===== src/tkx_map.svh =====
// Field positions, lengths and reset values of the key-exchange handler
`ifndef TKX_MAP_SVH
`define TKX_MAP_SVH
// Functional notes
// Sign-on answer: one offered bit per class
// No supported offer gives zero class byte
// Network falls back or re-offers on zero
// Key, hash, nonce choice in bit 0
// Cipher: bit 1 long key, bit 0 short
// Lengths: 64 public, 20 auth, 8 key, 8 nonce
// Reserved trailing fields sent as zero
// Link identifier always four zero bytes
// Request flags: first, new cookie, increment, slot
// Parse nonce, modulus, generator, public value
// Slot bit picks session-key slot updated
// Increment flag: counter plus one, toggle seq
// New cookie: toggle seq, zero counter state
// Network ignores authenticator on first exchange
// Response: id, flags, counter, nonce, auth, public
// Cookie seq is that of authenticating cookie
// Counter and its seq report current state
// Updates stay pending until connect confirm
// New key and cookie from own exponent
// Quick request: two flags, never touches cookie
// Persistent cookie, counter and sequence bits
// Drop duplicate copies of a request
// New request restarts from committed state
// Reserved request bits are ignored
`define TKX_PKA_BIT 0
`define TKX_HASH_BIT 0
`define TKX_NONCE_BIT 0
`define TKX_EA_LONG_BIT 1
`define TKX_EA_SHORT_BIT 0
`define TKX_PUB_LEN 8'd64
`define TKX_PHA 8'd20
`define TKX_PEA 8'd8
`define TKX_PNS 8'd8
`define TKX_ID_LEN 8'd4
`define TKX_FL_FIRST 3
`define TKX_FL_COOKIE 2
`define TKX_FL_COUNT 1
`define TKX_FL_SLOT 0
`define TKX_SIGNON_LEN 8'd8
`define TKX_MAIN_REQ_LEN 8'd206
`define TKX_QUICK_REQ_LEN 8'd14
`define TKX_MAIN_RSP_LEN 8'd98
`define TKX_QUICK_RSP_LEN 8'd34
`define TKX_COUNTER_RST 8'h00
`define TKX_SEQ_RST 1'b0
`endif


===== src/tkx_pkg.sv =====
// Types shared by the key-exchange handler
package tkx_pkg;
	typedef enum logic [1:0] {TKX_IDLE = 2'b00, TKX_RECV = 2'b01, TKX_SEND = 2'b10} tkx_state_t;
	typedef enum logic [1:0] {TKX_SIGNON = 2'b00, TKX_MAIN = 2'b01, TKX_QUICK = 2'b10} tkx_msg_t;
	typedef enum logic [1:0] {TKX_F_NONCE = 2'b00, TKX_F_MOD = 2'b01, TKX_F_GEN = 2'b10,
		TKX_F_PUB = 2'b11} tkx_field_t;
	typedef enum logic [1:0] {TKX_C_NONE = 2'b00, TKX_C_NONCE = 2'b01, TKX_C_AUTH = 2'b10,
		TKX_C_PUB = 2'b11} tkx_src_t;
endpackage

===== src/tkx_key_exchange.sv =====
// Terminal-side security sign-on and key-exchange message handler
`timescale 1ns/10ps
`default_nettype none
`include "tkx_map.svh"
module tkx_key_exchange import tkx_pkg::*; #(
	parameter int COOKIE_W = 160
)(
	// Clock and reset
	input wire logic clk_sys,
	input wire logic rst,
	// Request byte stream
	input wire logic rxValid,
	input wire logic rxFirst,
	input wire logic [1:0] rxType,
	input wire logic [7:0] rxData,
	output logic rxReady,
	// Parsed request fields
	output logic fieldValid,
	output logic [1:0] fieldKind,
	output logic [7:0] fieldIndex,
	output logic [7:0] fieldData,
	// Supported options
	input wire logic capPubKey,
	input wire logic capHash,
	input wire logic [1:0] capCipher,
	input wire logic capNonce,
	// Crypto engine
	output logic [1:0] cryptoKind,
	output logic [7:0] cryptoIndex,
	input wire logic [7:0] cryptoByte,
	input wire logic [COOKIE_W-1:0] newCookie,
	output logic [COOKIE_W-1:0] authCookie,
	output logic keyUpdate,
	output logic keySlot,
	output logic firstExchange,
	output logic duplicateDrop,
	// Response byte stream
	output logic txValid,
	output logic [7:0] txData,
	output logic txLast,
	input wire logic txReady,
	// Persistent storage
	input wire logic nvLoad,
	input wire logic [COOKIE_W-1:0] nvCookie,
	input wire logic nvCookieSeq,
	input wire logic [7:0] nvCounter,
	input wire logic nvCounterSeq,
	input wire logic connectConfirm,
	output logic nvWrite,
	output logic [COOKIE_W-1:0] cookie,
	output logic cookieSeq,
	output logic [7:0] cloneCounter,
	output logic counterSeq
);
	// ----------------------------------------------------------------
	// Request intake
	// ----------------------------------------------------------------
	tkx_state_t state_reg, state_next;
	tkx_msg_t type_reg, type_next, curType;
	logic [7:0] pos_reg, pos_next, curPos, reqLen;
	logic [7:0] hash_reg, hash_next, curHash;
	logic [7:0] lastHash_reg, lastHash_next;
	tkx_msg_t lastType_reg, lastType_next;
	logic lastValid_reg, lastValid_next;
	logic [7:0] offer_reg [4];
	logic [7:0] offer_next [4];
	logic [3:0] flags_reg, flags_next;
	logic [7:0] txCount_reg, txCount_next, txLen, txPos_reg, txPos_next;
	logic txValid_next, txLast_next, load, take, reqDone, dup, newReq;
	logic [7:0] txData_next, txByte, choice [4];
	logic fieldValid_next;
	logic [1:0] fieldKind_next;
	logic [7:0] fieldIndex_next;
	logic keyUpdate_next, dupDrop_next;
	// Persistent state: committed and pending copies
	logic [COOKIE_W-1:0] pendCookie_reg, pendCookie_next, cookie_next;
	logic pendCookieSeq_reg, pendCookieSeq_next, cookieSeq_next;
	logic [7:0] pendCounter_reg, pendCounter_next, counter_next;
	logic pendCounterSeq_reg, pendCounterSeq_next, counterSeq_next;
	logic dirty_reg, dirty_next, nvWrite_next;
	logic [7:0] baseCounter;
	logic baseCounterSeq;

	assign rxReady = (state_reg != TKX_SEND);
	assign curType = rxFirst ? tkx_msg_t'(rxType) : type_reg;
	assign curPos = rxFirst ? 8'h00 : pos_reg;
	assign curHash = rxFirst ? rxData : ({hash_reg[6:0], hash_reg[7]} ^ rxData);
	assign take = rxValid && rxReady && (rxFirst || state_reg == TKX_RECV);
	assign reqLen = (curType == TKX_MAIN) ? `TKX_MAIN_REQ_LEN :
		(curType == TKX_QUICK) ? `TKX_QUICK_REQ_LEN : `TKX_SIGNON_LEN;
	assign reqDone = take && (curPos == reqLen - 8'd1);
	assign dup = lastValid_reg && (curHash == lastHash_reg) && (curType == lastType_reg);
	assign newReq = reqDone && !dup && (curType != TKX_SIGNON);
	assign load = !txValid || txReady;

	// ----------------------------------------------------------------
	// Sign-on choice, long cipher key preferred
	// ----------------------------------------------------------------
	assign choice[0] = {7'h00, offer_reg[0][`TKX_PKA_BIT] & capPubKey};
	assign choice[1] = {7'h00, offer_reg[1][`TKX_HASH_BIT] & capHash};
	assign choice[2] = (offer_reg[2][`TKX_EA_LONG_BIT] & capCipher[1]) ? 8'h02 :
		(offer_reg[2][`TKX_EA_SHORT_BIT] & capCipher[0]) ? 8'h01 : 8'h00;
	assign choice[3] = {7'h00, offer_reg[3][`TKX_NONCE_BIT] & capNonce};

	// ----------------------------------------------------------------
	// Response byte source
	// ----------------------------------------------------------------
	assign txLen = (type_reg == TKX_MAIN) ? `TKX_MAIN_RSP_LEN :
		(type_reg == TKX_QUICK) ? `TKX_QUICK_RSP_LEN : `TKX_SIGNON_LEN;
	always_comb
	begin
		cryptoKind = TKX_C_NONE;
		cryptoIndex = 8'h00;
		txByte = 8'h00;
		if (type_reg == TKX_SIGNON)
		begin
			if (txCount_reg < 8'd4)
				txByte = choice[txCount_reg[1:0]];
		end
		else if (txCount_reg == `TKX_ID_LEN)
			txByte = {6'h00, pendCookieSeq_reg, pendCounterSeq_reg};
		else if (txCount_reg == `TKX_ID_LEN + 8'd1)
			txByte = pendCounter_reg;
		else if (txCount_reg >= 8'd6 && txCount_reg < 8'd6 + `TKX_PNS)
		begin
			cryptoKind = TKX_C_NONCE;
			cryptoIndex = txCount_reg - 8'd6;
			txByte = cryptoByte;
		end
		else if (txCount_reg >= 8'd14 && txCount_reg < 8'd14 + `TKX_PHA)
		begin
			cryptoKind = TKX_C_AUTH;
			cryptoIndex = txCount_reg - 8'd14;
			txByte = cryptoByte;
		end
		else if (txCount_reg >= 8'd34)
		begin
			cryptoKind = TKX_C_PUB;
			cryptoIndex = txCount_reg - 8'd34;
			txByte = cryptoByte;
		end
	end

	// ----------------------------------------------------------------
	// Control next state
	// ----------------------------------------------------------------
	always_comb
	begin
		state_next = state_reg;
		type_next = type_reg;
		pos_next = pos_reg;
		hash_next = hash_reg;
		lastHash_next = lastHash_reg;
		lastType_next = lastType_reg;
		lastValid_next = lastValid_reg && !connectConfirm;
		for (int i = 0; i < 4; i++)
			offer_next[i] = offer_reg[i];
		flags_next = flags_reg;
		fieldValid_next = 1'b0;
		fieldKind_next = fieldKind;
		fieldIndex_next = fieldIndex;
		keyUpdate_next = 1'b0;
		dupDrop_next = 1'b0;
		txCount_next = txCount_reg;
		txPos_next = txPos_reg;
		txValid_next = txValid && !txReady;
		txLast_next = txLast;
		txData_next = txData;
		if (take)
		begin
			type_next = curType;
			pos_next = curPos + 8'd1;
			hash_next = curHash;
			state_next = TKX_RECV;
			if (curType == TKX_SIGNON && curPos < 8'd4)
				offer_next[curPos[1:0]] = rxData;
			if (curPos == `TKX_ID_LEN && curType != TKX_SIGNON)
				flags_next = (curType == TKX_MAIN) ? rxData[3:0] : {2'b00, rxData[1:0]};
			if (curType != TKX_SIGNON && curPos >= 8'd6)
			begin
				fieldValid_next = 1'b1;
				if (curPos < 8'd14)
				begin
					fieldKind_next = TKX_F_NONCE;
					fieldIndex_next = curPos - 8'd6;
				end
				else if (curPos < 8'd78)
				begin
					fieldKind_next = TKX_F_MOD;
					fieldIndex_next = curPos - 8'd14;
				end
				else if (curPos < 8'd142)
				begin
					fieldKind_next = TKX_F_GEN;
					fieldIndex_next = curPos - 8'd78;
				end
				else
				begin
					fieldKind_next = TKX_F_PUB;
					fieldIndex_next = curPos - 8'd142;
				end
			end
			if (reqDone)
			begin
				lastHash_next = curHash;
				lastType_next = curType;
				lastValid_next = 1'b1;
				txCount_next = 8'h00;
				state_next = dup ? TKX_IDLE : TKX_SEND;
				dupDrop_next = dup;
				keyUpdate_next = newReq;
			end
		end
		if (state_reg == TKX_SEND && load)
		begin
			if (txCount_reg < txLen)
			begin
				txValid_next = 1'b1;
				txData_next = txByte;
				txPos_next = txCount_reg;
				txLast_next = (txCount_reg == txLen - 8'd1);
				txCount_next = txCount_reg + 8'd1;
			end
			else
				state_next = TKX_IDLE;
		end
	end

	always_ff @(posedge clk_sys or posedge rst)
	begin
		if (rst)
		begin
			state_reg <= TKX_IDLE;
			type_reg <= TKX_SIGNON;
			pos_reg <= 8'h00;
			hash_reg <= 8'h00;
			lastHash_reg <= 8'h00;
			lastType_reg <= TKX_SIGNON;
			lastValid_reg <= 1'b0;
			for (int i = 0; i < 4; i++)
				offer_reg[i] <= 8'h00;
			flags_reg <= 4'h0;
			fieldValid <= 1'b0;
			fieldKind <= 2'b00;
			fieldIndex <= 8'h00;
			fieldData <= 8'h00;
			keyUpdate <= 1'b0;
			duplicateDrop <= 1'b0;
			txCount_reg <= 8'h00;
			txPos_reg <= 8'h00;
			txValid <= 1'b0;
			txLast <= 1'b0;
			txData <= 8'h00;
		end
		else
		begin
			state_reg <= state_next;
			type_reg <= type_next;
			pos_reg <= pos_next;
			hash_reg <= hash_next;
			lastHash_reg <= lastHash_next;
			lastType_reg <= lastType_next;
			lastValid_reg <= lastValid_next;
			for (int i = 0; i < 4; i++)
				offer_reg[i] <= offer_next[i];
			flags_reg <= flags_next;
			fieldValid <= fieldValid_next;
			fieldKind <= fieldKind_next;
			fieldIndex <= fieldIndex_next;
			fieldData <= take ? rxData : fieldData;
			keyUpdate <= keyUpdate_next;
			duplicateDrop <= dupDrop_next;
			txCount_reg <= txCount_next;
			txPos_reg <= txPos_next;
			txValid <= txValid_next;
			txLast <= txLast_next;
			txData <= txData_next;
		end
	end

	assign keySlot = flags_reg[`TKX_FL_SLOT];
	assign firstExchange = flags_reg[`TKX_FL_FIRST];
	assign authCookie = pendCookie_reg;

	// ----------------------------------------------------------------
	// Cookie and clone counter, pending until confirmed
	// ----------------------------------------------------------------
	always_comb
	begin
		cookie_next = cookie;
		cookieSeq_next = cookieSeq;
		counter_next = cloneCounter;
		counterSeq_next = counterSeq;
		pendCookie_next = pendCookie_reg;
		pendCookieSeq_next = pendCookieSeq_reg;
		pendCounter_next = pendCounter_reg;
		pendCounterSeq_next = pendCounterSeq_reg;
		dirty_next = dirty_reg;
		nvWrite_next = 1'b0;
		baseCounter = cloneCounter;
		baseCounterSeq = counterSeq;
		if (nvLoad)
		begin
			cookie_next = nvCookie;
			cookieSeq_next = nvCookieSeq;
			counter_next = nvCounter;
			counterSeq_next = nvCounterSeq;
			pendCookie_next = nvCookie;
			pendCookieSeq_next = nvCookieSeq;
			pendCounter_next = nvCounter;
			pendCounterSeq_next = nvCounterSeq;
			dirty_next = 1'b0;
		end
		else if (newReq)
		begin
			pendCookie_next = cookie;
			pendCookieSeq_next = cookieSeq;
			dirty_next = 1'b0;
			if (curType == TKX_MAIN && flags_reg[`TKX_FL_COOKIE])
			begin
				pendCookie_next = newCookie;
				pendCookieSeq_next = !cookieSeq;
				baseCounter = `TKX_COUNTER_RST;
				baseCounterSeq = `TKX_SEQ_RST;
				dirty_next = 1'b1;
			end
			pendCounter_next = baseCounter;
			pendCounterSeq_next = baseCounterSeq;
			if (flags_reg[`TKX_FL_COUNT])
			begin
				pendCounter_next = baseCounter + 8'd1;
				pendCounterSeq_next = !baseCounterSeq;
				dirty_next = 1'b1;
			end
		end
		else if (connectConfirm && dirty_reg)
		begin
			cookie_next = pendCookie_reg;
			cookieSeq_next = pendCookieSeq_reg;
			counter_next = pendCounter_reg;
			counterSeq_next = pendCounterSeq_reg;
			dirty_next = 1'b0;
			nvWrite_next = 1'b1;
		end
	end

	always_ff @(posedge clk_sys or posedge rst)
	begin
		if (rst)
		begin
			cookie <= '0;
			cookieSeq <= `TKX_SEQ_RST;
			cloneCounter <= `TKX_COUNTER_RST;
			counterSeq <= `TKX_SEQ_RST;
			pendCookie_reg <= '0;
			pendCookieSeq_reg <= `TKX_SEQ_RST;
			pendCounter_reg <= `TKX_COUNTER_RST;
			pendCounterSeq_reg <= `TKX_SEQ_RST;
			dirty_reg <= 1'b0;
			nvWrite <= 1'b0;
		end
		else
		begin
			cookie <= cookie_next;
			cookieSeq <= cookieSeq_next;
			cloneCounter <= counter_next;
			counterSeq <= counterSeq_next;
			pendCookie_reg <= pendCookie_next;
			pendCookieSeq_reg <= pendCookieSeq_next;
			pendCounter_reg <= pendCounter_next;
			pendCounterSeq_reg <= pendCounterSeq_next;
			dirty_reg <= dirty_next;
			nvWrite <= nvWrite_next;
		end
	end

	// ----------------------------------------------------------------
	// Checks
	// ----------------------------------------------------------------
	AST_CHOICE_ONEHOT: assert property (@(posedge clk_sys) disable iff (rst)
		$onehot0(choice[2]) && choice[0][7:1] == 7'h00 && choice[3][7:1] == 7'h00)
		else $error("class choice not one-hot");
	AST_CHOICE_ZERO: assert property (@(posedge clk_sys) disable iff (rst)
		(offer_reg[2][1:0] & capCipher) == 2'b00 |-> choice[2] == 8'h00)
		else $error("unsupported cipher class not zero");
	AST_ID_ZERO: assert property (@(posedge clk_sys) disable iff (rst)
		txValid && type_reg != TKX_SIGNON && txPos_reg < 8'd4 |-> txData == 8'h00)
		else $error("link identifier byte not zero");
	AST_RSV_ZERO: assert property (@(posedge clk_sys) disable iff (rst)
		txValid && type_reg == TKX_SIGNON && txPos_reg >= 8'd4 |-> txData == 8'h00)
		else $error("reserved sign-on byte not zero");
	AST_FLAG_BYTE: assert property (@(posedge clk_sys) disable iff (rst)
		txValid && type_reg != TKX_SIGNON && txPos_reg == 8'd4
		|-> txData == {6'h00, pendCookieSeq_reg, pendCounterSeq_reg})
		else $error("response flag byte wrong");
	AST_LEN_MAIN: assert property (@(posedge clk_sys) disable iff (rst)
		txValid && txLast && type_reg == TKX_MAIN |-> txPos_reg == 8'd97)
		else $error("main response length wrong");
	AST_COUNT_INC: assert property (@(posedge clk_sys) disable iff (rst)
		newReq && !nvLoad && flags_reg[1] && !(curType == TKX_MAIN && flags_reg[2])
		|=> pendCounter_reg == $past(cloneCounter) + 8'd1 && pendCounterSeq_reg != $past(counterSeq))
		else $error("counter increment wrong");
	AST_NEW_COOKIE: assert property (@(posedge clk_sys) disable iff (rst)
		newReq && !nvLoad && curType == TKX_MAIN && flags_reg[2]
		|=> pendCookieSeq_reg != $past(cookieSeq)
		&& pendCounter_reg == {7'h00, $past(flags_reg[1])}
		&& pendCounterSeq_reg == $past(flags_reg[1]))
		else $error("new cookie update wrong");
	AST_HOLD: assert property (@(posedge clk_sys) disable iff (rst)
		!connectConfirm && !nvLoad |=> $stable(cookieSeq) && $stable(cloneCounter))
		else $error("committed state changed without confirm");
	AST_DUP: assert property (@(posedge clk_sys) disable iff (rst)
		reqDone && dup |=> state_reg == TKX_IDLE ##1 !txValid)
		else $error("duplicate request answered");
endmodule // tkx_key_exchange
`default_nettype wire


===== config.mk =====
export PLATFORM = sky130hd
export DESIGN_NAME = tkx_key_exchange
export DESIGN_NICKNAME = d
export VERILOG_FILES = /design/src/tkx_pkg.sv /design/src/tkx_key_exchange.sv
export VERILOG_INCLUDE_DIRS = /design/src /design/src/src
export SDC_FILE = /design/constraint.sdc
export NUM_CORES = 1
export LEC_CHECK = 0
export ABC_CLOCK_PERIOD_IN_PS = 14250
export BUFFER_PORTS_ARGS = -buffer_cell sky130_fd_sc_hd__buf_2
export CAP_MARGIN = 10
export CORE_AREA = 2 2 287 289
export CTS_BUF_LIST = sky130_fd_sc_hd__clkbuf_8
export DETAILED_ROUTE_END_ITERATION = 10
export DIE_AREA = 0 0 289 291
export GPL_TIMING_DRIVEN = 0
export PLACE_DENSITY = 0.5
export SKIP_LAST_GASP = 1
export SYNTH_ARGS = -nofsm -noshare
export SYNTH_HDL_FRONTEND = slang
export SYNTH_SLANG_ARGS = --single-unit

===== constraint.sdc =====
create_clock -name clk_sys -period 14.25 [get_ports clk_sys]
set_clock_uncertainty 0.15 [all_clocks]
set_input_delay 0.7125 -clock clk_sys [delete_from_list [all_inputs] [get_ports clk_sys]]
set_output_delay 0.7125 -clock clk_sys [all_outputs]
set_load 0.01 [all_outputs]

* Word level (Yosys, flattened, before mapping)
Index checks and enable logic that the tools add are counted.
** Word-level totals
- Flip-flop bits (word level) :: 448
- Bits of input ports :: 360
- Output and inout port bits :: 375
- Word-level logic and storage cells :: 218
** Cells by class
- $add $sub $neg :: 12
- $lt $le $gt $ge :: 15
- Equality and inequality tests :: 15
- Mux-type cells :: 98
- Bitwise operators :: 8
- Reduce and logical (&&, ||, !) cells :: 38
** Operators with widths (count)
- $mux 160 :: 6
- $mux 8 :: 35
- $mux 1 :: 35
- $bwmux 32 :: 1
- $mux 2 :: 15
- $add 8x1->8 const B :: 3
- $eq 8x3->1 const B :: 3
- $eq 8x8->1 :: 3
- $logic_and 1x1->1 :: 18
- $bmux 8 s2 :: 1
- $demux 8 s2 :: 1
- $ge 8x3->1 const B :: 2
- $lt 8x3->1 const B :: 2
- $lt 8x4->1 const B :: 2
- $sub 8x3->8 const B :: 2
- $sub 8x4->8 const B :: 2
- $reduce_and 2->1 :: 6
- $ge 8x4->1 const B :: 1
- $ge 8x6->1 const B :: 1
- $lt 8x6->1 const B :: 1
- $lt 8x7->1 :: 1
- $lt 8x7->1 const B :: 1
- $lt 8x8->1 const B :: 1
- $sub 7x1->8 const B :: 1
- 22 further kinds :: 42

* Longest topological paths before layout
Gate-level depths: netlist of run 1.
- Word-level depth :: 15
- Gate-level depth with buffers :: 12
- Gate-level depth less buffers :: 11

* Worst setup path before layout of run 1
Ideal clock, no wire load.
- Path kind :: input port to flip-flop
- From :: input port rxData[2]
- To :: register cloneCounter[0]
- Library setup time :: 0.126 ns
- Arrival :: 3.029 ns
- Data required time :: 13.974 ns
- Slack :: 10.945 ns
- Stages on the path :: 10
- Buffers on the path :: 4
- Path through :: clkbuf_1 or3b_2 a21oi_1 or4_1 clkbuf_1 or4_1 buf_2 buf_6 and4_1 a221o_1
** On the way
- Word-level cells in the longest chain between the ends :: 10
** Ends and longest elaborated chain
- start, declared :: RTL line tkx_key_exchange.sv:15 : input wire logic [7:0] rxData,
- $xor 8x8->8 :: RTL line tkx_key_exchange.sv:87 : assign curHash = rxFirst ? rxData : ({hash_reg[6:0], hash_reg[7]} ^ rxData);
- $mux 8 (*) :: RTL line tkx_key_exchange.sv:87
- $eq 8x8->1 (*) :: RTL line tkx_key_exchange.sv:92 : assign dup = lastValid_reg && (curHash == lastHash_reg) && (curType == lastType_reg);
- $logic_and 1x1->1 (*) (2 in series) :: RTL line tkx_key_exchange.sv:92
- $logic_not 1->1 (*) :: RTL line tkx_key_exchange.sv:93 : assign newReq = reqDone && !dup && (curType != TKX_SIGNON);
- $logic_and 1x1->1 (*) (2 in series) :: RTL line tkx_key_exchange.sv:93
- $ne 2x2->1 (no line) (*)
- $reduce_and 2->1 (no line) (*)
- end signal, assigned :: RTL line tkx_key_exchange.sv:353 : cloneCounter <= `TKX_COUNTER_RST;
- end signal, assigned :: RTL line tkx_key_exchange.sv:366 : cloneCounter <= counter_next;
- end, declared :: RTL line tkx_key_exchange.sv:52 : output logic [7:0] cloneCounter,
Mark *: on every way between the ends. The rest lies on a longest branch, timed or not.
A chain may end at the register's enable or synchronous reset.

* Final worst setup path of run 1
- From :: register type_reg[0]
- To :: register cookie[96]
** On the way
- Word-level cells in the longest chain between the ends :: 11
- Elaborated cells on any way between the ends :: 16
- Classes of those cells :: 1 x add/sub; 5 x eq/ne; 3 x mux; 7 x reduce/logical
** Ends and longest elaborated chain
- start, declared :: RTL line tkx_key_exchange.sv:59 : tkx_msg_t type_reg, type_next, curType;
- start signal, assigned :: RTL line tkx_key_exchange.sv:258 : type_reg <= type_next;
- $mux 2 (*) :: RTL line tkx_key_exchange.sv:85 : assign curType = rxFirst ? tkx_msg_t'(rxType) : type_reg;
- net curType[0] :: RTL line tkx_key_exchange.sv:59
- $eq 2x2->1 :: RTL line tkx_key_exchange.sv:90 : (curType == TKX_QUICK) ? `TKX_QUICK_REQ_LEN : `TKX_SIGNON_LEN;
- $mux 3 (no line)
- $mux 8 (no line)
- $sub 8x1->8 :: RTL line tkx_key_exchange.sv:91 : assign reqDone = take && (curPos == reqLen - 8'd1);
- $eq 8x8->1 :: RTL line tkx_key_exchange.sv:91
- $logic_and 1x1->1 :: RTL line tkx_key_exchange.sv:91
- $logic_and 1x1->1 :: RTL line tkx_key_exchange.sv:93
- $logic_and 1x1->1 (*) :: RTL line tkx_key_exchange.sv:93
- $ne 2x2->1 (no line) (*)
- $reduce_and 2->1 (no line) (*)
- end signal, assigned :: RTL line tkx_key_exchange.sv:364 : cookie <= cookie_next;
- end, declared :: RTL line tkx_key_exchange.sv:50 : output logic [COOKIE_W-1:0] cookie,
Mark *: on every way through the listed nets, which the timed path passes. The rest lies on a longest branch.

==> results of run 1 <==
[worst paths after layout]
check | to | cells after the start
worst max-delay path | cookie[96] | 12
worst min-delay path | authCookie[67] | 3
worst max register to register | cookie[96] | 12
worst min register to register | fieldData[7] | 2
max in group asynchronous | authCookie[47] | 5
min in group asynchronous | cookie[149] | 3
[cell families after synthesis]
logic type / Yosys count
multiplexers: 176
buffers and inverters: 277
adder cells (fa/ha/maj): 20
flip-flops: 421
XOR/XNOR: 36
AO/OA/AOI/OAI: 666
AND/OR/NAND/NOR: 898
[placed cells by master, fill, tap and decap left out, types with 13 or more instances in the layout]
| cell type | instances |
|---|---|
| buf_1 | 17 |
| dfrtp_1 | 421 |
| nand3_1 | 335 |
| a31oi_1 | 171 |
| nor3_1 | 13 |
| buf_2 | 759 |
| diode_2 | 28 |
| o311ai_0 | 97 |
| o311ai_1 | 65 |
| xor2_1 | 13 |
| nand2_1 | 257 |
| nor2_1 | 193 |
| ha_1 | 20 |
| a21oi_1 | 36 |
| mux2i_1 | 165 |
| o21ai_0 | 216 |
| inv_1 | 51 |
| clkbuf_1 | 210 |
| clkbuf_8 | 107 |
| xnor2_1 | 19 |
| nor2b_1 | 19 |
[power by group through the flow]
stage | registers [mW] | clock network [mW] | logic, mW
CTS | 1.44 | 1.30 | 0.729
floorplan | 1.47 | 0 | 0.349
detailed placement | 1.46 | 0 | 0.727
global placement | 1.46 | 0 | 0.719
global route | 1.46 | 1.35 | 0.800
finish | 1.44 | 1.28 | 0.724
[synthesized netlist by cell type, types with 3 or more instances]
library cell / number / area (µm²)
o311ai_0: 97 / 850
nand2_1: 257 / 965
a311o_1: 3 / 30.0
nor2b_1: 19 / 119
a221o_1: 5 / 50.1
mux2i_1: 165 / 1650
a21o_1: 8 / 60.1
nor2_1: 193 / 724
nand3_1: 335 / 1680
or4_1: 7 / 52.6
and3_1: 9 / 56.3
a21boi_0: 3 / 22.5
nand3b_1: 6 / 45.0
o21a_1: 4 / 30.0
nand2b_1: 12 / 75.1
o21ai_1: 6 / 30.0
nor4_1: 3 / 18.8
xnor2_1: 19 / 166
o2111ai_1: 3 / 26.3
a21oi_1: 37 / 185
buf_2: 27 / 135
a22oi_1: 6 / 45.0
o21ai_0: 216 / 1080
or3_1: 3 / 18.8
buf_1: 17 / 63.8
a211oi_1: 6 / 45.0
clkbuf_1: 210 / 788
mux2_2: 9 / 101
a31oi_1: 171 / 1070
ha_1: 20 / 250
and2_1: 8 / 50.1
xor2_1: 13 / 114
o211a_1: 4 / 40.0
o311ai_1: 65 / 569
and4_1: 9 / 78.8
xnor3_1: 4 / 90.1
nand4b_1: 4 / 35.0
a211o_1: 3 / 26.3
inv_1: 19 / 71.3
nand4_1: 9 / 56.3
nor3_1: 13 / 65.1
dfrtp_1: 421 / 10500
o211ai_1: 3 / 22.5
o31ai_1: 12 / 90.1
[final cells by class]
type / count / area share (%)
inverter: 21 / 0.293
sequential: 421 / 35.7
buffer: 256 / 3.42
multi-input combinational: 1796 / 37.1
clock buffer: 107 / 4.99
antenna: 28 / 0.237
tap: 1070 / 4.54
clock inverter: 43 / 0.755
timing repair buffer: 739 / 12.9
[stage by stage]
step | setup WS (ps) | instances | setup TNS, ps
6_report | 9790 | 4481 | 0
5_1_grt | 9480 | 4472 | 0
4_1_cts | 9640 | 4453 | 0
3_5_place_dp | 9230 | 4302 | 0
3_3_place_gp | -4660 | 4296 | -1933910
2_1_floorplan | 1670 | 2494 | 0
[tightest hold or removal path, stage by stage]
cell      delay [ps]
buf_2             90
nand2_1           50
o311ai_1          60
[timing repair]
item	4_1_cts	5_1_grt
hold endpoints to repair	21	0
resized for setup	0	0
hold buffers	1	0
[per-layer routing]
metal | part of all wire (%) | vias to the layer above | global-route usage, %
li1 | - | 10900 | -
met1 | 42 | 12400 | 35.2
met2 | 47 | 1119 | 42.7
met3 | 7.8 | 224 | 6.20
met4 | 3.2 | 12 | 8.67
met5 | 0.063 | - | 0
==> flow_summary_export.csv, run 1 <==
group,metric,value,unit
floorplan,die-area,84100,µm²
synth,synth_top_family_by_area,"compound AO/OA/AOI/OAI gates",
hold_path,hp-class,"input pin to flop",
worst_setup_path,path_class,"flop to flop",
synth,avgSynthCellArea,9.05,µm²
drt,drc,0,
timing,slew_violations,0,
synth,synth-seq-area-share,46.7,%
synth,yosysUniqueCellTypes,66,
worst_setup_path,startpoint_type,"flop",
synth,yosysWarnings,0,
clock_network,cts_setup_buffers,0,
placement,gp_congestion,0.898,
drt,ant_nets,0,
global_routing,grt_use_total,26.6,%
timing,hold_ws,108,ps
status,status,"complete, no violations",
floorplan,start_util,27.8,%
worst_setup_path,critical_path.max_fanout,10,
timing,worst_pin_slew,1260,ps
power_and_ir_drop,clkPwrFrac,37.0,%
drt,route.vias.total,24600,
drt,dr.pass1.iters,5,
placement,hpwlAfterDp,85500,µm
timing,max_clock_freq,224,MHz
synth,synth.ff_latch_count,421,
synth,synth-simple-area-share,18.3,%
power_and_ir_drop,combPwrFrac,21.0,%
worst_setup_path,cp_num_buf_inv,4,
drt,routedWlPerCell,25.7,µm
global_routing,grt_first_pass_wirelength,168000,µm
layout,seqCellArea,10500,µm²
timing,period_needed,4460,ps
power_and_ir_drop,swShare,33.6,%
global_routing,antenna_found_initial,36,
layout,multi_input_area,11000,µm²
power_and_ir_drop,p_total,3.44,mW
synth,synth_xor_area_share,1.64,%
worst_setup_path,rrSetupSlack,9790,ps
clock_network,clk_pin_slew,70,ps
placement,placed_cell_area,27700,µm²
floorplan,io_pins,735,
drt,routed_via_density,5.50,
floorplan,die_w,289,µm
worst_setup_path,startpoint,"type_reg[0]",
worst_setup_path,cpMaxStageDelayCell,"clkbuf_1",
drt,initialDrtViolationCount,2154,
timing,fin_crit_sh,31.3,%
synth,synth_mux_area_share,7.92,%
flow_run,maxCapViolCount,0,
floorplan,design.core.area,81200,µm²
layout,design_area,29500,µm²
worst_setup_path,required,14650,ps
worst_setup_path,r2r-start,"type_reg[0]",
clock_network,root_buffer,"clkbuf_8",
layout,nFillCells,8642,
synth,syn-num-nets,2874,
layout,fin_util,36.3,%
clock_network,cts_buffer_depth,3,
clock_network,htreeDepth,3,
clock_network,cts_made_buffers,84,
worst_setup_path,cpLargestDelayFamily,"buffers and inverters",
floorplan,core.rowCount,105,
global_routing,grt_max_degree,111,
synth,async_reset_ff_share,100,%
global_routing,grt_pass1_vias,24500,
synth,synth-edff-count,0,
synth,synthAdderAreaFrac,1.11,%
worst_setup_path,cpPeakStageDelay,760,ps
layout,drive_gt1_share,26.8,%
power_and_ir_drop,share_seq_of_total_power,41.9,%
synth,syn_inst,2494,
power_and_ir_drop,p_sw,1.16,mW
timing,rsz0062_at_grt,"no",
layout,area_growth,30.7,%
synth,synth.cell_area,22600,µm²
placement,numPortBuffers,732,
drt,drt_wl_total,115000,µm
synth,synth_compound_gate_area_share,19.5,%
clock_network,cts_sinks,421,
power_and_ir_drop,power_density,117,nW/µm²
power_and_ir_drop,power_leakage,14.5,nW
worst_setup_path,end_kind,"flop",
power_and_ir_drop,intPower,2.29,mW
layout,nets,3699,
worst_setup_path,arrival,4860,ps
power_and_ir_drop,peakVddDrop,0.0000628,V
worst_setup_path,crit_path_frequent_cell,"a31oi_1",
timing,max-slew-margin-rel,16.2,%
synth,dominantRegCellSynth,"dfrtp_1",
global_routing,grt.overflow.total,0,
worst_setup_path,crit_chain,"mux2i_2 -> inv_1 -> ha_1 -> nor3_1 -> a31oi_1 -> a211oi_2 -> a21o_1 -> buf_2 -> clkbuf_1 -> buf_1 -> nand3_1 -> a31oi_1",
timing,hold_viol_final,0,
floorplan,die_h,291,µm
hold_path,min-delay-start,"nvCookie[67]",
clock_network,clk_latency,680,ps
clock_network,cts_tree,"done",
timing,setup_viol_count_final,0,
(Power assumes the default switching activity.)
==> run 2, diff against run 1 <==
--- a/config.mk
+++ b/config.mk
@@ -6,7 +6,7 @@
 export SDC_FILE = /design/constraint.sdc
 export NUM_CORES = 1
 export LEC_CHECK = 0
-export ABC_CLOCK_PERIOD_IN_PS = 14250
+export ABC_CLOCK_PERIOD_IN_PS = 3700
 export BUFFER_PORTS_ARGS = -buffer_cell sky130_fd_sc_hd__buf_2
 export CAP_MARGIN = 10
 export CORE_AREA = 2 2 287 289
@@ -14,7 +14,7 @@
 export DETAILED_ROUTE_END_ITERATION = 10
 export DIE_AREA = 0 0 289 291
 export GPL_TIMING_DRIVEN = 0
-export PLACE_DENSITY = 0.5
+export PLACE_DENSITY = 0.52
 export SKIP_LAST_GASP = 1
 export SYNTH_ARGS = -nofsm -noshare
 export SYNTH_HDL_FRONTEND = slang
==> constraint.sdc (replaced) <==
create_clock -name clk_sys -period 3.7 [get_ports clk_sys]
set_clock_uncertainty 0.15 [all_clocks]
set_input_delay 0.185 -clock clk_sys [delete_from_list [all_inputs] [get_ports clk_sys]]
set_output_delay 0.185 -clock clk_sys [all_outputs]
set_load 0.01 [all_outputs]
==> run 2 against run 1 <==
Against the previous run:
- routed wire length increased by 2.9%
- cell count rose by 8.1%
- sequential cell count did not move
- clock-buffer cell count grew 4
- global-route usage grew 0.77 points
- non-clock buffer count rose by 373
- via count grew 7.0%
- critical path depth down 1
- setup slack lost 9700 ps
- total power grew to 4.0 times the previous value
- worst hold slack gained 21 ps
==> flow_summary_export.csv, run 2 (same netlist as run 1, synthesis figures left out) <==
group,metric,value,unit
timing,worst_pin_slew,1220,ps
global_routing,antenna_found_initial,14,
drt,dr.pass1.iters,5,
layout,final_cells,4846,
power_and_ir_drop,p_total,13.8,mW
floorplan,die_w,289,µm
drt,route.vias.total,26300,
layout,nets,4074,
power_and_ir_drop,power_density,414,nW/µm²
drt,drt_wl_total,119000,µm
timing,max-slew-margin-rel,18.6,%
floorplan,start_util,27.8,%
worst_setup_path,startpoint_type,"input pin",
drt,initialDrtViolationCount,2229,
clock_network,htreeDepth,3,
worst_setup_path,end_kind,"flop",
timing,fin_tns_setup,0,ps
layout,final_common_cell,"buf_2",
clock_network,clk_latency,680,ps
status,status,"complete, no violations",
timing,fin_crit_sh,97.7,%
timing,hold_ws,129,ps
floorplan,die-area,84100,µm²
worst_setup_path,cpLargestDelayFamily,"buffers and inverters",
timing,period_needed,3610,ps
floorplan,io_pins,735,
worst_setup_path,rrSetupSlack,140,ps
placement,dp.cells,4311,
placement,gp_congestion,0.922,
layout,nFillCells,8294,
hold_path,min-delay-start,"nvCookie[42]",
layout,mostFrequentLayoutCells,"760 x buf_2, 421 x dfrtp_1, 360 x dlygate4sd3_1",
worst_setup_path,cpMaxStageDelayCell,"nor3_1",
clock_network,cts_sinks,421,
global_routing,grt_pass1_vias,26400,
worst_setup_path,r2r-start,"type_reg[0]",
worst_setup_path,required,4080,ps
drt,drc,0,
placement,hpwlAfterDp,86700,µm
worst_setup_path,critical_path.max_fanout,10,
placement,numPortBuffers,732,
worst_setup_path,path_class,"input pin to flop",
clock_network,cts_made_buffers,86,
floorplan,core.rowCount,105,
timing,max_clock_freq,277,MHz
worst_setup_path,startpoint,"rxFirst",
worst_setup_path,cp_num_buf_inv,7,
global_routing,grt_first_pass_wirelength,174000,µm
power_and_ir_drop,peakVddDrop,0.000236,V
global_routing,grt_use_total,27.4,%
worst_setup_path,cpPeakStageDelay,760,ps
worst_setup_path,reg2reg_depth,11,
layout,drive_gt1_share,25.9,%
timing,rsz0062_at_grt,"yes",
worst_setup_path,crit_end,"authCookie[81]",
drt,routedWlPerCell,24.5,µm
global_routing,grt_max_degree,40,
worst_setup_path,worst-path-stages,11,
layout,fin_util,41.2,%
clock_network,root_buffer,"clkbuf_8",
worst_setup_path,crit_path_frequent_cell,"clkbuf_1",
hold_path,hp-class,"input pin to flop",
layout,area_growth,48.1,%
worst_setup_path,arrival,4000,ps
floorplan,die_h,291,µm
drt,ant_nets,0,
clock_network,cts_buffer_depth,3,
flow_run,maxCapViolCount,0,
worst_setup_path,crit_chain,"dlygate4sd3_1 -> buf_2 -> buf_6 -> clkbuf_1 -> a21oi_1 -> nor3_1 -> o311ai_4 -> buf_12 -> clkbuf_4 -> clkbuf_1 -> o311ai_0",
clock_network,cts_tree,"done",
global_routing,grt.overflow.total,0,
timing,slew_violations,0,
timing,setup_viol_count_final,0,
power_and_ir_drop,power_leakage,16.2,nW
floorplan,design.core.area,81200,µm²
clock_network,clk_pin_slew,60,ps
timing,hold_viol_final,0,
drt,routed_via_density,5.44,
worst_setup_path,r2r_end,"authCookie[81]",
==> run 2: cell count changes in the layout (fill, tap and decap cells not counted), moves of 11 or more <==
cell / change
dlygate4sd3_1: +359
clkbuf_1: -34
buf_12: +14
buf_1: -12
diode_2: -11
clkbuf_2: +32
==> run 2: area by class of cell <==
| cell class | instances | area (µm²) | area share, % |
|---|---|---|---|
| Buffer | 255 | 1100 | 3.28 |
| Sequential cell | 421 | 10500 | 31.5 |
| Clock inverter | 42 | 229 | 0.684 |
| Timing Repair Buffer | 1113 | 7610 | 22.8 |
| Antenna cell | 17 | 42.5 | 0.127 |
| Tap cell | 1070 | 1340 | 4.00 |
| Inverter | 21 | 82.6 | 0.247 |
| Multi-Input combinational cell | 1796 | 11000 | 32.8 |
| Clock buffer | 111 | 1530 | 4.57 |
==> run 2: tightest hold or removal path, cell delays in order <==
cell	delay, ps
dlygate4sd3_1	520
buf_2	110
nand2_1	50
o311ai_1	60
==> run 2: metal layers <==
| metal | up-vias | GRT usage, % | wire (µm) |
|---|---|---|---|
| li1 | 11700 | - | - |
| met1 | 13000 | 35.5 | 48200 |
| met2 | 1343 | 43.8 | 54900 |
| met3 | 330 | 5.74 | 9780 |
| met4 | 12 | 12.0 | 5600 |
| met5 | - | 0 | 66 |
==> run 2: stage by stage <==
step / cell area, µm² / setup WS, ps
floorplan: 22600 / -2310
global placement: 27600 / -5620
detailed placement: 27900 / -996
CTS: 33400 / 20.2
global route: 33400 / -31.5
finish: 33500 / 86.7
==> run 2: how the worst min path moves through the flow <==
stage                      endpoint  slack (ps)  depth (start not counted)
finish               authCookie[42]         130                          4
global route        authCookie[141]         110                          4
CTS                  authCookie[42]          60                          4
detailed placement        txData[4]         120                          2
global placement     authCookie[17]         270                          3
floorplan              fieldData[1]         140                          2
==> run 2: repair_timing <==
item | 4_1_cts | 5_1_grt
setup buffers | 6 | 0
gates resized for setup | 39 | 45
endpoints found under the hold margin | 568 | 0
pin swaps | 3 | 0
hold buffers | 360 | 0
endpoints found under the setup margin | 336 | 299
==> run 2: where the power goes <==
group | total [mW] | switching, mW | internal (mW)
clock | 5.09 | 2.33 | 2.76
combinational | 3.20 | 1.81 | 1.40
sequential | 5.56 | 0.469 | 5.09
==> run 3, diff against run 2 <==
--- a/config.mk
+++ b/config.mk
@@ -14,6 +14,7 @@
 export DETAILED_ROUTE_END_ITERATION = 10
 export DIE_AREA = 0 0 289 291
 export GPL_TIMING_DRIVEN = 0
+export MAX_ROUTING_LAYER = met4
 export PLACE_DENSITY = 0.52
 export SKIP_LAST_GASP = 1
 export SYNTH_ARGS = -nofsm -noshare
==> run 3 against run 2 <==
Against the previous run:
- maximum frequency is 1.5% lower
- via count is 0.65% higher
- critical endpoint unchanged
- cell count increased by 0.12%
- sequential power is essentially flat
- largest cell class unchanged
- combinational power about the same
- total power hardly changed
==> flow_summary_export.csv, run 3 (same netlist as run 1, synthesis figures left out) <==
group,metric,value,unit
worst_setup_path,path_class,"input pin to flop",
hold_path,hold_end,"authCookie[33]",
floorplan,core.rowCount,105,
drt,initialDrtViolationCount,2169,
clock_network,cts_buffer_depth,3,
drt,ant_nets,0,
floorplan,die_h,291,µm
placement,numPortBuffers,732,
floorplan,die-area,84100,µm²
global_routing,grt.overflow.total,0,
worst_setup_path,rrSetupSlack,90,ps
floorplan,io_pins,735,
layout,final_common_cell,"buf_2",
global_routing,grt_pass1_vias,26400,
clock_network,clk_latency,690,ps
drt,route.vias.total,26500,
clock_network,root_buffer,"clkbuf_8",
timing,worst_pin_slew,1250,ps
power_and_ir_drop,p_total,13.8,mW
placement,placed_cell_area,27900,µm²
timing,rsz0062_at_grt,"yes",
placement,dp.cells,4311,
timing,period_needed,3670,ps
global_routing,grt_max_degree,40,
worst_setup_path,startpoint_type,"input pin",
timing,max-slew-margin-rel,16.4,%
floorplan,die_w,289,µm
layout,mostFrequentLayoutCells,"760 x buf_2, 421 x dfrtp_1, 360 x dlygate4sd3_1",
power_and_ir_drop,power_leakage,16.2,nW
drt,drc,0,
placement,gp_congestion,0.938,
worst_setup_path,r2r_end,"authCookie[81]",
clock_network,cts_made_buffers,86,
layout,design_area,33500,µm²
power_and_ir_drop,p_sw,4.61,mW
floorplan,design.core.area,81200,µm²
worst_setup_path,arrival,4060,ps
drt,dr.pass1.iters,5,
layout,nets,4074,
hold_path,min-delay-start,"nvCookie[33]",
worst_setup_path,crit_path_frequent_cell,"clkbuf_1",
power_and_ir_drop,clkPwrFrac,36.7,%
hold_path,worstHoldPathCells,4,
power_and_ir_drop,intPower,9.24,mW
floorplan,start_util,27.8,%
clock_network,htreeDepth,3,
worst_setup_path,reg2reg_depth,8,
layout,fin_util,41.2,%
drt,routed_via_density,5.46,
timing,slew_violations,0,
timing,fin_crit_sh,99.2,%
worst_setup_path,cpMaxStageDelayCell,"nor3_1",
hold_path,hp-class,"input pin to flop",
worst_setup_path,r2r-start,"type_reg[0]",
worst_setup_path,crit_chain,"dlygate4sd3_1 -> buf_2 -> buf_6 -> clkbuf_1 -> a21oi_1 -> nor3_1 -> o311ai_4 -> buf_12 -> clkbuf_4 -> clkbuf_1 -> o311ai_0",
layout,final_cells,4852,
power_and_ir_drop,swShare,33.3,%
clock_network,clk_pin_slew,60,ps
flow_run,maxCapViolCount,0,
timing,hold_viol_final,0,
power_and_ir_drop,peakVddDrop,0.000232,V
clock_network,cts_tree,"done",
worst_setup_path,cpPeakStageDelay,780,ps
timing,setup_viol_count_final,0,
clock_network,cts_sinks,421,
drt,drt_wl_total,119000,µm
status,status,"complete, no violations",
placement,hpwlAfterDp,86700,µm
global_routing,grt_use_total,28.2,%
worst_setup_path,critical_path.max_fanout,10,
global_routing,antenna_found_initial,14,
worst_setup_path,end_kind,"flop",
drt,routedWlPerCell,24.5,µm
timing,max_clock_freq,273,MHz
power_and_ir_drop,power_density,414,nW/µm²
layout,drive_gt1_share,25.8,%
layout,area_growth,48.2,%
power_and_ir_drop,combPwrFrac,23.1,%
worst_setup_path,required,4090,ps
global_routing,grt_first_pass_wirelength,174000,µm
power_and_ir_drop,share_seq_of_total_power,40.1,%
[run 3: cell types whose count changed in the layout (fill, tap and decap cells not counted), sizes merged]
cell and change:
diode +6
[run 3: through the flow]
| stage | setup slack, ps | TNS [ps] | hold WS [ps] |
|---|---|---|---|
| final | 30.8 | 0 | 121 |
| after global routing | -30.7 | -52.4 | 109 |
| after detailed placement | -996 | -193350 | 118 |
| after CTS | 20.2 | 0 | 59.6 |
| after floorplan | -2310 | -974400 | 140 |
| after global placement | -5620 | -2641960 | 268 |
[run 3: per-layer routing]
metal	track usage [%]	share of wire, %	routed length [µm]
met2	43.9	46	55200
met3	5.52	8.1	9630
met4	11.9	4.6	5460
met5	-	0	0
met1	35.6	41	48600
[run 3: critical path, delay by kind of cell]
kind | cells | cell delay [ps]
and+or+nand+nor | 1 | 780
AOI/OAI and AO/OA | 3 | 890
buffers and inverters | 7 | 2170
[run 3: cell type report]
| class | instances | area (µm²) |
|---|---|---|
| Fill cell | 8293 | 47700 |
| Multi-Input combinational cell | 1796 | 11000 |
| Sequential cell | 421 | 10500 |
| Timing Repair Buffer | 1113 | 7610 |
| Clock buffer | 111 | 1530 |
| Tap cell | 1070 | 1340 |
| Buffer | 255 | 1090 |
| Clock inverter | 42 | 229 |
| Inverter | 21 | 82.6 |
| Antenna cell | 23 | 57.6 |
[run 3: power groups by stage]
stage | Sequential (mW) | Combinational (mW) | Clock [mW]
after floorplan | 5.66 | 1.35 | 0
after global placement | 5.62 | 2.79 | 0
after CTS | 5.54 | 3.18 | 5.17
after detailed placement | 5.61 | 2.83 | 0
final | 5.56 | 3.20 | 5.09
after global routing | 5.61 | 3.50 | 5.40
[run 3: how the worst max path moves through the flow]
stage	start	end	slack, ps	cells after the start
global placement	rst	cookie[108]	-5620	2
CTS	type_reg[0]	cookie[93]	20	10
floorplan	rst	authCookie[0]	-2310	1
global route	txCount_reg[1]	cryptoIndex[4]	-30	9
finish	rxFirst	authCookie[81]	30	11
detailed placement	rxFirst	authCookie[92]	-1000	10
[run 3: timing repair]
action	in CTS	in global routing
endpoints found under the setup margin	336	304
pin swaps	3	0
resized for setup	39	44
buffers inserted	6	0
hold buffers	360	0
endpoints found under the hold margin	568	0
